$ cat src/wdt_defs.svh
`ifndef WDT_DEFS_SVH
`define WDT_DEFS_SVH

// register byte offsets on the apb bus
`define WDT_OFS_CTRL      8'h00
`define WDT_OFS_CMD       8'h04
`define WDT_OFS_RELOAD    8'h08
`define WDT_OFS_STATUS    8'h0c

// ctrl fields
`define WDT_CTRL_SEL_BIT  0

// cmd fields, write-only strobes
`define WDT_CMD_SRV_BIT   0
`define WDT_CMD_DIS_BIT   1
`define WDT_CMD_EN_BIT    2

// status fields
`define WDT_ST_EN_BIT     0
`define WDT_ST_PW_BIT     1
`define WDT_ST_RR_BIT     2
`define WDT_ST_CNT_LSB    16

// widths
`define WDT_CNT_W         16
`define WDT_PRE_W         14
`define WDT_ADDR_W        8

// prescaler terminal masks: divide by 16384 or by 256
`define WDT_PRE_MAX_SLOW  14'h3fff
`define WDT_PRE_MAX_FAST  14'h00ff

// reset values: 256 ticks of 256 clocks give 6.55 ms at 10 MHz
`define WDT_RST_SEL       1'b1
`define WDT_RST_RELOAD    16'hff00
`define WDT_CNT_MAX       16'hffff

// single steps for the prescaler and the counter, sized to their widths
`define WDT_PRE_STEP      14'h0001
`define WDT_CNT_STEP      16'h0001

`endif

$ cat src/wdt_pkg.sv
`include "wdt_defs.svh"

package wdt_pkg;

   // complete state of the watchdog, registered as one word
   typedef struct packed {
      logic [`WDT_PRE_W-1:0] presc;    // prescaler
      logic [`WDT_CNT_W-1:0] cnt;      // watchdog counter
      logic [`WDT_CNT_W-1:0] reload;   // watchdog_reload_value
      logic                  en;       // counting enabled
      logic                  sel;      // 1: divide by 256
      logic                  prewarn;  // prewarning request
      logic                  rstreq;   // reset request
      logic                  pready;   // apb ready
      logic                  pslverr;  // apb error
      logic [31:0]           prdata;   // apb read data
   } wdt_state_type;

endpackage : wdt_pkg

$ cat src/wdt_timer.sv
// Chosen here: the APB interface to the registers and the register offsets.
`timescale 1ns/100ps
`include "wdt_defs.svh"

module wdt_timer
   import wdt_pkg::*;
(
   input  wire logic                   I_CLK_SYS,
   input  wire logic                   I_RST,
   input  wire logic                   I_PSEL,
   input  wire logic                   I_PENABLE,
   input  wire logic                   I_PWRITE,
   input  wire logic [`WDT_ADDR_W-1:0] I_PADDR,
   input  wire logic [31:0]            I_PWDATA,
   output logic                        O_PREADY,
   output logic [31:0]                 O_PRDATA,
   output logic                        O_PSLVERR,
   output logic                        O_PREWARN,
   output logic                        O_RESET_REQ
);

   wdt_state_type st_r;     // registered state
   wdt_state_type st_nxt;   // next state

   logic access;            // apb access phase, answer edge
   logic wr;                // write takes effect this edge
   logic mapped;            // address hits a register
   logic srv;               // service command
   logic dis_cmd;           // watchdog_disable_cmd
   logic en_cmd;            // watchdog_enable_cmd
   logic tick;              // prescaler output enable pulse
   logic ovf;               // counter leaves all ones
   logic [`WDT_PRE_W-1:0] pre_max;  // terminal prescaler count

   // bus decode; the slave answers one cycle into the access phase
   always_comb
   begin
      access  = I_PSEL & I_PENABLE & st_r.pready;
      wr      = access & I_PWRITE;
      mapped  = (I_PADDR == `WDT_OFS_CTRL)   ||
                (I_PADDR == `WDT_OFS_CMD)    ||
                (I_PADDR == `WDT_OFS_RELOAD) ||
                (I_PADDR == `WDT_OFS_STATUS);
      srv     = wr & (I_PADDR == `WDT_OFS_CMD)
                   & I_PWDATA[`WDT_CMD_SRV_BIT];
      dis_cmd = wr & (I_PADDR == `WDT_OFS_CMD)
                   & I_PWDATA[`WDT_CMD_DIS_BIT];
      en_cmd  = wr & (I_PADDR == `WDT_OFS_CMD)
                   & I_PWDATA[`WDT_CMD_EN_BIT];
   end

   // prescaler tick and overflow detection
   always_comb
   begin
      pre_max = st_r.sel ? `WDT_PRE_MAX_FAST : `WDT_PRE_MAX_SLOW;
      tick    = st_r.en & ((st_r.presc & pre_max) == pre_max);
      ovf     = tick & (st_r.cnt == `WDT_CNT_MAX);
   end

   // next-state logic for counter, flags and bus
   always_comb
   begin
      st_nxt = st_r;

      // registers written by software
      if (wr && I_PADDR == `WDT_OFS_CTRL)
      begin
         st_nxt.sel = I_PWDATA[`WDT_CTRL_SEL_BIT];
      end
      if (wr && I_PADDR == `WDT_OFS_RELOAD)
      begin
         st_nxt.reload = I_PWDATA[`WDT_CNT_W-1:0];
      end

      if (dis_cmd)
      begin
         st_nxt.en = 1'b0;
      end
      if (en_cmd)
      begin
         // enable wins a combined write: fail-safe side
         st_nxt.en = 1'b1;
      end

      // counting; the whole chain freezes while disabled
      if (st_r.en)
      begin
         st_nxt.presc = st_r.presc + `WDT_PRE_STEP;
         if (tick)
         begin
            st_nxt.cnt = st_r.cnt + `WDT_CNT_STEP;
         end
         if (ovf)
         begin
            st_nxt.cnt = st_r.reload;
         end
      end

      if (srv)
      begin
         st_nxt.cnt     = st_r.reload;
         st_nxt.presc   = '0;
         st_nxt.prewarn = 1'b0;
      end

      if (ovf)
      begin
         // the event wins over a service in the same cycle
         if (st_r.prewarn)
         begin
            st_nxt.rstreq = 1'b1;
         end
         st_nxt.prewarn = 1'b1;
      end

      // apb: ready one cycle into access, then drop
      st_nxt.pready  = I_PSEL & I_PENABLE & ~st_r.pready;
      st_nxt.pslverr = I_PSEL & I_PENABLE & ~st_r.pready & ~mapped;
      st_nxt.prdata  = 32'h0000_0000;
      if (I_PSEL && I_PENABLE && !st_r.pready && !I_PWRITE)
      begin
         case (I_PADDR)
            `WDT_OFS_CTRL:
            begin
               st_nxt.prdata[`WDT_CTRL_SEL_BIT] = st_r.sel;
            end
            `WDT_OFS_RELOAD:
            begin
               st_nxt.prdata[`WDT_CNT_W-1:0] = st_r.reload;
            end
            `WDT_OFS_STATUS:
            begin
               st_nxt.prdata[`WDT_ST_EN_BIT] = st_r.en;
               st_nxt.prdata[`WDT_ST_PW_BIT] = st_r.prewarn;
               st_nxt.prdata[`WDT_ST_RR_BIT] = st_r.rstreq;
               st_nxt.prdata[`WDT_ST_CNT_LSB +: `WDT_CNT_W] = st_r.cnt;
            end
            default:
            begin
               // cmd and unmapped addresses read as zero
               st_nxt.prdata = 32'h0000_0000;
            end
         endcase
      end
   end

   // state register
   always_ff @(posedge I_CLK_SYS or posedge I_RST)
   begin
      if (I_RST)
      begin
         st_r         <= '0;
         st_r.en      <= 1'b1;
         st_r.sel     <= `WDT_RST_SEL;
         st_r.reload  <= `WDT_RST_RELOAD;
         st_r.cnt     <= `WDT_RST_RELOAD;
      end
      else
      begin
         st_r <= st_nxt;
      end
   end

   // outputs straight from the state flops
   assign O_PREADY    = st_r.pready;
   assign O_PRDATA    = st_r.prdata;
   assign O_PSLVERR   = st_r.pslverr;
   assign O_PREWARN   = st_r.prewarn;
   assign O_RESET_REQ = st_r.rstreq;
endmodule : wdt_timer

$ cat config.mk
export PLATFORM = sky130hd
export DESIGN_NAME = wdt_timer
export DESIGN_NICKNAME = d
export VERILOG_FILES = /design/src/wdt_pkg.sv /design/src/wdt_timer.sv
export VERILOG_INCLUDE_DIRS = /design/src
export SDC_FILE = /design/constraint.sdc
export NUM_CORES = 1
export LEC_CHECK = 0
export ABC_CLOCK_PERIOD_IN_PS = 3000
export BUFFER_PORTS_ARGS = -buffer_cell sky130_fd_sc_hd__buf_2
export CELL_PAD_IN_SITES_DETAIL_PLACEMENT = 1
export CELL_PAD_IN_SITES_GLOBAL_PLACEMENT = 2
export CORE_MARGIN = 2
export CORE_UTILIZATION = 32
export CTS_CLUSTER_SIZE = 28
export DETAILED_ROUTE_END_ITERATION = 16
export PLACE_DENSITY_LB_ADDON = 0.1
export SYNTH_ARGS = -nofsm -noshare
export SYNTH_HDL_FRONTEND = slang
export SYNTH_SLANG_ARGS = --single-unit
$ cat constraint.sdc
create_clock -name I_CLK_SYS -period 3 [get_ports I_CLK_SYS]
set_input_delay 0.75 -clock I_CLK_SYS [delete_from_list [all_inputs] [get_ports I_CLK_SYS]]
set_output_delay 0.75 -clock I_CLK_SYS [all_outputs]
set_load 0.005 [all_outputs]
# Word level (Yosys, flattened, before mapping)

Index checks and enable logic that the tools add are counted.

Output and inout port bits: 36
Bits of input ports: 45
Logic and storage cells: 63
Latch bits: 0
Memories: 0
Memory bits (writable): 0
Register bits: 84
ROM bits: 0

Shift-type cells: 0
Div/mod/pow operators: 0
Bitwise logic cells: 14
Add/subtract/negate cells: 2
$lt $le $gt $ge: 0
Reduce and logical (&&, ||, !) cells: 17
Equality and inequality tests: 5
Muxes and demuxes: 15
$mul: 0

Operators with widths:

| cell                  | number |
|---|---|
| $mux 30               | 2 |
| $mux 16               | 3 |
| $mux 32               | 1 |
| $add 16x1->16 const B | 1 |
| $eq 16x16->1 const B  | 1 |
| $eq 8x4->1 const B    | 2 |
| $add 14x1->14 const B | 1 |
| $and 14x14->14        | 1 |
| $eq 14x14->1          | 1 |
| $mux 14               | 1 |
| $mux 13               | 1 |
| $and 1x1->1           | 11 |
| $eq 8x3->1 const B    | 1 |
| $logic_not 8->1       | 1 |
| $reduce_bool 2->1     | 3 |
| $logic_and 1x1->1     | 5 |
| $mux 1                | 4 |
| $pmux 2 s2            | 1 |
| $reduce_and 2->1      | 2 |
| $logic_or 1x1->1      | 3 |
| $pmux 1 s3            | 1 |
| $reduce_bool 3->1     | 1 |
| $logic_not 1->1       | 2 |
| $mux 2                | 1 |
| $not 1->1             | 2 |

# Longest topological paths before layout

Gate-level depths: netlist of run 1.

Depth after elaboration: 8
Depth in mapped cells: 9
Mapped depth without buffers: 7

# Least setup slack after synthesis of run 1

Ideal clock, no wire load.

Path kind: input to register
From: input I_PADDR[5]
To: register st_r[38] (netlist name)
Required time: 2.875 ns
Stages on the path: 5
Library setup time: 0.125 ns
Arrival: 2.202 ns
Path slack: 0.674 ns
Path buffers: 1
Path through: nor4_4 nand3_4 nor3b_2 buf_6 mux2_2

Longest elaborated chain between the ends: 2

RTL lines:

| element                     | RTL line         | source |
|---|---|---|
| from (decl)                 | wdt_timer.sv:13  | `` input wire logic [`WDT_ADDR_W-1:0] I_PADDR, `` |
| $eq 8x4->1                  | --               |  |
| $logic_and 1x1->1 (no line) | --               |  |
| to (signal assigned)        | wdt_timer.sv:160 | `st_r <= st_nxt;` |
| to (decl)                   | wdt_timer.sv:22  | `wdt_state_type st_r;` |

No other way between the ends.
A chain may end at the register's enable or synchronous reset.

# Worst setup path after layout of run 1

From: register st_r[37] (netlist name)
To: register st_r[54] (netlist name)

Longest elaborated chain between the ends: 5
Elaborated cells between the ends (all ways): 8
Those cells by class: mux: 3; bitwise: 2; reduce/logical: 3

RTL lines:

| element     | RTL line        | source |
|---|---|---|
| $and 1x1->1 | wdt_timer.sv:56 | `tick = st_r.en & ((st_r.presc & pre_max) == pre_max);` |
| $and 1x1->1 | wdt_timer.sv:57 | `` ovf = tick & (st_r.cnt == `WDT_CNT_MAX); `` |
| $mux 16     | wdt_timer.sv:93 | `if (ovf)` |
| $mux 30     | wdt_timer.sv:86 | `if (st_r.en)` |
| $mux 30     | wdt_timer.sv:99 | `if (srv)` |

Several ways; a longest one is shown, not always the timed one. The select of a mux whose other input is x is not followed.

==> reports/summary.log, run 1 <==
[route] Routed Wire Length 8810 um
[logic_synthesis] top cell type's share of synthesized area 41.6%
[global_routing] total global routing track utilization 14.8%
[die] area of the core 12100 um2
[die] Top Ports 81
[route] number of antenna-violating nets in the routed design 0
[cells_and_area] antenna diode count 0
[setup_path] capture point of the worst reg-to-reg path st_r[54]
[setup_path] worst path cell trace and4_1 > nand3_1 > or2_4 > nor3_1 > a211oi_1
[sta] portion of the clock cycle consumed by the worst path in the final layout 79.0%
[logic_synthesis] largest cells by area after synthesis sky130_fd_sc_hd__dfrtp_1, sky130_fd_sc_hd__dfstp_2, sky130_fd_sc_hd__buf_4, sky130_fd_sc_hd__mux2_2, sky130_fd_sc_hd__and2_1
[clock_tree] post_cts resized 0
[setup_path] Data arrival, critical path 2.57 ns
[sta] max frequency 422 MHz
[logic_synthesis] number of synthesized flops with an enable pin 0
[die] Die Footprint 13300 um2
[setup_path] slowest cell delay on critical path 0.60 ns
[sta] final critical-path setup slack 0.631 ns
[logic_synthesis] Synth Instances 356
[logic_synthesis] commonest register cell after synthesis sky130_fd_sc_hd__dfrtp_1
[clock_tree] Clock transition at path regs 0.06 ns
[clock_tree] post-CTS setup-driven buffer insertion count 0
[placed_design] post-placement setup slack 0.433 ns
[cells_and_area] final design area excluding fillers 4560 um2
[setup_path] Setup crit start st_r[37]
[logic_synthesis] cell area after synthesis 3970 um2
[setup_path] Worst setup EP type flop
[logic_synthesis] library cell occupying the most area in the post-synthesis netlist sky130_fd_sc_hd__dfrtp_1
[logic_synthesis] distinct cell type count of the synthesized netlist 48
[cells_and_area] Post-layout nets 442
[setup_path] CP Max Fanout 7
[placed_design] count of input and output buffers 64
[sta] final hold slack 0.468 ns
[sta] slew of the pin with the lowest slew margin 0.715 ns
[logic_synthesis] sequential area share after synthesis 53.5%
[setup_path] buffers plus inverters on the worst setup path 0
[logic_synthesis] number of warnings issued by yosys 0
[setup_path] Req. time, crit path 3.20 ns
[die] Chip Height 115 um
[clock_tree] CTS tree built
[setup_path] Critical-path top delay cell sky130_fd_sc_hd__dfstp_2
[status] status finished, final reports clean
[min_path] path type of the worst min-delay path input pin to async pin
[logic_synthesis] post-synthesis sequential element count 84
[route] number of detailed-routing iterations run before antenna repair 4
[logic_synthesis] mean area per synthesized cell 11.2 um2
[sta] Post-Route Setup TNS 0 ns
[sta] final hold vios 0
[setup_path] Worst Path Class, Setup flop to flop
[die] num rows 40
[global_routing] pin count of the biggest net entering global routing 52
[global_routing] first-pass GRT wire length 14900 um
[power] maximum vdd drop 0.183 mV
[sta] final number of setup-violating endpoints 0
[cells_and_area] fill cell instance count of the final layout 1330
[power] leakage power total 2.15 nW
[route] DRC marker count from the first detailed-route iteration 95
[die] initial cell density of the core 32.9%
[setup_path] Crit path max-delay family simple AND/OR/NAND/NOR gates
[placed_design] placed instance area 4260 um2
[job] Max-cap violations 0
[setup_path] worst-case reg-to-reg path depth 5
[power] power density over cell area 531 nW/um2
[route] via count 2689
[clock_tree] count of hold buffers inserted by post-cts repair 0
[die] die span in x 115 um
[cells_and_area] synth-to-layout area growth 14.8%
[global_routing] vias in the first global route 2817
[sta] RSZ-0062 raised after global routing no
[route] via density per instance 4.73
[cells_and_area] layout cell share with drive strength beyond 1 33.5%
[logic_synthesis] commonest cells in the synthesized netlist sky130_fd_sc_hd__dfrtp_1, sky130_fd_sc_hd__buf_4, sky130_fd_sc_hd__nor2_1, sky130_fd_sc_hd__and2_1
[sta] remaining max-slew budget at the tightest pin 52.0%
[setup_path] critical path launch point type flop
[global_routing] grt total ovfl 0
[placed_design] RePlAce Congestion 0.756
[setup_path] R2R setup slack 0.63 ns
[sta] largest clock skew in the final design 0.00576 ns
[logic_synthesis] number of nets in the synthesized netlist 403
[sta] Max Transition Viols Final 0
[route] Routed WL per cell 15.5 um
[logic_synthesis] cell with the most instances after synthesis sky130_fd_sc_hd__dfrtp_1
[clock_tree] H-tree depth reported by CTS 3
[sta] final critical-path required period 2.37 ns
[logic_synthesis] async set-or-reset flop fraction in the synthesized netlist 100%
[setup_path] FF-to-FF Start st_r[37]
[clock_tree] insertion delay to the later sink of the worst-skew pair 0.34 ns
[global_routing] initial antenna violation count 0
[placed_design] Detail Placement HPWL 6240 um
[route] detailed-route DRC error count 0
[clock_tree] Inserted Clock Buffers 9
[clock_tree] Max Buffers Root-to-Sink 2
[clock_tree] cell at the root of the clock tree sky130_fd_sc_hd__clkbuf_16
[clock_tree] TritonCTS sink count 84
## worst max-delay path by stage
stage	cells past startpoint	slack, ns	endpoint
CTS	5	0.63	st_r[54]
global placement	7	0.45	st_r[68]
detailed placement	7	0.43	st_r[68]
global route	8	0.37	st_r[56]
floorplan	1	0.11	O_PRDATA[0]
finish	5	0.63	st_r[54]
## metrics by stage
step / utilization [%] / std cells / power [W]
6_report: 37.8 / 568 / 0.00242
3_3_place_gp: 35.3 / 552 / 0.00132
5_1_grt: 37.8 / 568 / 0.00252
3_5_place_dp: 35.3 / 552 / 0.00132
4_1_cts: 37.8 / 568 / 0.00247
2_1_floorplan: - / 356 / 0.00127
## flip-flops by register name (all words and copies together) (netlist names)
register / count
st_r: 48
O_PSLVERR: 1
O_PREADY: 1
O_PREWARN: 1
O_RESET_REQ: 1
O_PRDATA: 32
## power breakdown
part,leakage (nW),internal [W],switching [W]
sequential,1.03,0.00116,0.0000199
combinational,0.978,0.0000462,0.0000782
clock,0.144,0.000692,0.000427
## cells by family (layout without fill, tap and decap cells)
logic type	count (synthesis)	in the layout	share of synthesized area, %
simple gates	133	133	19.5
flops	84	84	53.5
buf+inv	52	96	8.79
compound gates	47	47	7.78
mux	27	27	7.37
xor+xnor	11	11	2.43
fa+ha+maj	2	2	0.630
## per-layer routing
| metal | up-vias | routed length, um | global-route usage [%] | share of wire [%] |
|---|---|---|---|---|
| met4 | 0 | 187 | 7.23 | 2.1 |
| met3 | 11 | 239 | 2.85 | 2.7 |
| met5 | - | 0 | 0 | 0 |
| met1 | 1357 | 4090 | 19.6 | 46 |
| li1 | 1284 | - | - | - |
| met2 | 37 | 4290 | 23.4 | 49 |
## final cells by class
type | instances | area, um2 | area share (%)
clock buffer | 15 | 268 | 5.88
clock inverter | 1 | 30.0 | 0.659
inverter | 7 | 27.5 | 0.604
multi-input combinational | 220 | 1500 | 32.8
sequential | 84 | 2120 | 46.6
tap | 168 | 210 | 4.61
timing repair buffer | 73 | 400 | 8.79
## placed cells by master (no fill, tap or decap), types with 8 or more instances in the layout
cell	instances
sky130_fd_sc_hd__and2_1	29
sky130_fd_sc_hd__buf_2	64
sky130_fd_sc_hd__a21oi_1	14
sky130_fd_sc_hd__nor2_1	33
sky130_fd_sc_hd__nand3_1	12
sky130_fd_sc_hd__buf_4	8
sky130_fd_sc_hd__mux2_2	18
sky130_fd_sc_hd__dfrtp_1	66
sky130_fd_sc_hd__xor2_1	8
sky130_fd_sc_hd__clkbuf_16	9
sky130_fd_sc_hd__mux2i_1	9
sky130_fd_sc_hd__dfstp_2	18
sky130_fd_sc_hd__o21ai_0	9
sky130_fd_sc_hd__nand2_1	17
sky130_fd_sc_hd__nand4_1	9
Note: power is estimated with default switching activity, not from simulation.
==> run 2, diff against run 1 <==
ABC_CLOCK_PERIOD_IN_PS = 2200   (was 3000)
CORE_UTILIZATION = 35   (was 32)
clock period = 2.2 ns   (was 3 ns; I/O delays follow)
==> run 2 against run 1 <==
Worst setup slack worse by 0.47 ns. Cell area up 5.8%. Clock skew down 0.0010 ns. Non-clock buffer count up 26. Sequential cell count unchanged. Sequential power up 36%. Sequential share of layout area down 2.5 points. Hold slack worse by 0.24 ns. Core utilization up 6.3 points. Maximum frequency up 16%. Critical path depth up 2. First-iteration DRC count down 49%.
==> reports/summary.log, run 2 (same netlist as run 1, synthesis figures left out) <==
[route] via count 2761 [+2.7%]
[placed_design] count of input and output buffers 64 [unchanged]
[clock_tree] Inserted Clock Buffers 9 [unchanged]
[die] num rows 38 [-5.0%]
[global_routing] vias in the first global route 3031 [+7.6%]
[route] Routed WL per cell 15.9 um [+2.4%]
[setup_path] Critical-path top delay cell sky130_fd_sc_hd__dfrtp_1
[route] Routed Wire Length 8990 um [+2.1%]
[setup_path] Req. time, crit path 2.46 ns [-0.74 ns]
[placed_design] post-placement setup slack -0.0216 ns [-0.455 ns]
[global_routing] pin count of the biggest net entering global routing 37 [-29%]
[cells_and_area] flip-flop count of the largest register after layout 48 [unchanged]
[sta] final critical-path setup slack 0.163 ns [-0.468 ns]
[die] die span in x 111 um [-4.2%]
[status] status finished, final reports clean
[setup_path] worst-case reg-to-reg path depth 7 [+2]
[sta] largest clock skew in the final design 0.00471 ns [-0.00104 ns]
[power] power density over cell area 751 nW/um2 [+41%]
[die] area of the core 10900 um2 [-9.3%]
[global_routing] total global routing track utilization 15.6% [+0.82 points]
[power] post-layout total power 0.00362 W [+50%]
[clock_tree] CTS tree built
[global_routing] first-pass GRT wire length 15200 um [+2.0%]
[cells_and_area] final core utilization 44.1% [+6.3 points]
[cells_and_area] layout cell share with drive strength beyond 1 38.7% [+5.2 points]
[sta] Max Transition Viols Final 0 [unchanged]
[setup_path] Data arrival, critical path 2.29 ns [-0.28 ns]
[sta] slew of the pin with the lowest slew margin 0.441 ns [-0.274 ns]
[sta] final hold vios 0 [unchanged]
[route] via density per instance 4.88 [+3.0%]
[route] number of antenna-violating nets in the routed design 0 [unchanged]
[cells_and_area] synth-to-layout area growth 21.4%
[setup_path] number of cells on the critical path 7 [+2]
[sta] remaining max-slew budget at the tightest pin 70.5% [+19 points]
[die] Chip Height 111 um [-4.2%]
[sta] final critical-path required period 2.04 ns [-0.332 ns]
[setup_path] R2R setup slack 0.16 ns [-0.47 ns]
[power] leakage power total 2.32 nW [+7.8%]
[clock_tree] Max Buffers Root-to-Sink 2 [unchanged]
[clock_tree] H-tree depth reported by CTS 3 [unchanged]
[sta] RSZ-0062 raised after global routing no
[clock_tree] post-CTS setup-driven buffer insertion count 0 [unchanged]
[placed_design] RePlAce Congestion 0.798 [+5.6%]
[route] number of detailed-routing iterations run before antenna repair 4 [unchanged]
[clock_tree] cell at the root of the clock tree sky130_fd_sc_hd__clkbuf_16
[setup_path] CP Max Fanout 5 [-2]
[setup_path] FF-to-FF Start st_r[70]
[setup_path] Worst setup EP type flop
[route] detailed-route DRC error count 0 [unchanged]
[cells_and_area] Top reg by flops st_r
[cells_and_area] top library cells by usage in the layout, fill and taps aside sky130_fd_sc_hd__dfrtp_1, sky130_fd_sc_hd__buf_2, sky130_fd_sc_hd__nor2_1, sky130_fd_sc_hd__buf_4, sky130_fd_sc_hd__and2_1
[clock_tree] Clock transition at path regs 0.06 ns [about the same]
[sta] final number of setup-violating endpoints 0 [unchanged]
[sta] max frequency 491 MHz [+16%]
[cells_and_area] leading cell type in the layout, fill and taps excluded sky130_fd_sc_hd__dfrtp_1
[setup_path] buffers plus inverters on the worst setup path 0 [unchanged]
[route] DRC marker count from the first detailed-route iteration 48 [-49%]
[setup_path] Crit path max-delay family simple AND/OR/NAND/NOR gates
[setup_path] slowest cell delay on critical path 0.38 ns [-0.22 ns]
[clock_tree] insertion delay to the later sink of the worst-skew pair 0.33 ns [about the same]
[setup_path] Worst Path Class, Setup flop to flop
[setup_path] capture point of the worst reg-to-reg path st_r[69]
[sta] portion of the clock cycle consumed by the worst path in the final layout 92.6% [+14 points]
[die] initial cell density of the core 36.3% [+3.4 points]
[sta] Post-Route Setup TNS 0 ns [unchanged]
[die] Die Footprint 12200 um2 [-8.3%]
[die] Top Ports 81 [unchanged]
[global_routing] initial antenna violation count 0 [unchanged]
[cells_and_area] antenna diode count 0 [unchanged]
[job] Max-cap violations 0 [unchanged]
[min_path] path type of the worst min-delay path input pin to async pin
[setup_path] worst path cell trace ha_1 > and4_2 > nand3_1 > or2_4 > nor4_4 > mux2i_1 > a21oi_1
[clock_tree] TritonCTS sink count 84 [unchanged]
[placed_design] Detail Placement HPWL 6730 um [+8.0%]
[setup_path] critical path launch point type flop
[cells_and_area] Post-layout nets 468 [+5.9%]
[power] maximum vdd drop 0.352 mV [+92%]
[global_routing] grt total ovfl 0 [unchanged]
[sta] final hold slack 0.223 ns [-0.245 ns]
-- run 2: changes by cell type in the layout (fill, tap and decap cells not counted), sizes merged --
cell and delta:
clkinvlp +2, buf +26, bufinv +3, clkbuf -5
-- run 2: worst max path at each step --
stage / from / end
after floorplan: I_PADDR[5] / st_r[38]
after global routing: st_r[70] / st_r[69]
final: st_r[70] / st_r[69]
after global placement: I_PADDR[5] / st_r[38]
after CTS: st_r[70] / st_r[69]
after detailed placement: I_PADDR[5] / st_r[38]
-- run 2: power by group --
group | total (W) | internal, W | switching, W
clock | 0.00183 | 0.00123 | 0.000603
sequential | 0.00160 | 0.00158 | 0.0000240
combinational | 0.000191 | 0.0000782 | 0.000113
-- run 2: stage by stage --
step / instance area, um2 / instances
2_1_floorplan: 3970 / 356
3_3_place_gp: 4450 / 550
3_5_place_dp: 4450 / 550
4_1_cts: 4810 / 566
5_1_grt: 4820 / 566
6_report: 4820 / 566
-- run 2: final cells by class --
| cell class | count | area, um2 |
|---|---|---|
| fill | 1247 | 6120 |
| sequential | 84 | 2120 |
| multi-input combinational | 220 | 1500 |
| timing repair buffer | 99 | 621 |
| clock buffer | 10 | 229 |
| tap | 140 | 175 |
| clock inverter | 6 | 136 |
| inverter | 7 | 30.0 |
-- run 2: timing repair --
item                                    CTS  global route
endpoints found under the setup margin    0             4
hold buffers                              0             0
gates resized for setup                   0             2
endpoints found under the hold margin     0             0
-- run 2: metal layers --
layer,part of all wire (%),vias to the layer above,track usage [%]
li1,-,1332,-
met1,45,1382,19.2
met2,51,36,27.1
met3,3.1,11,3.68
met4,1.3,0,5.17
met5,0,-,0
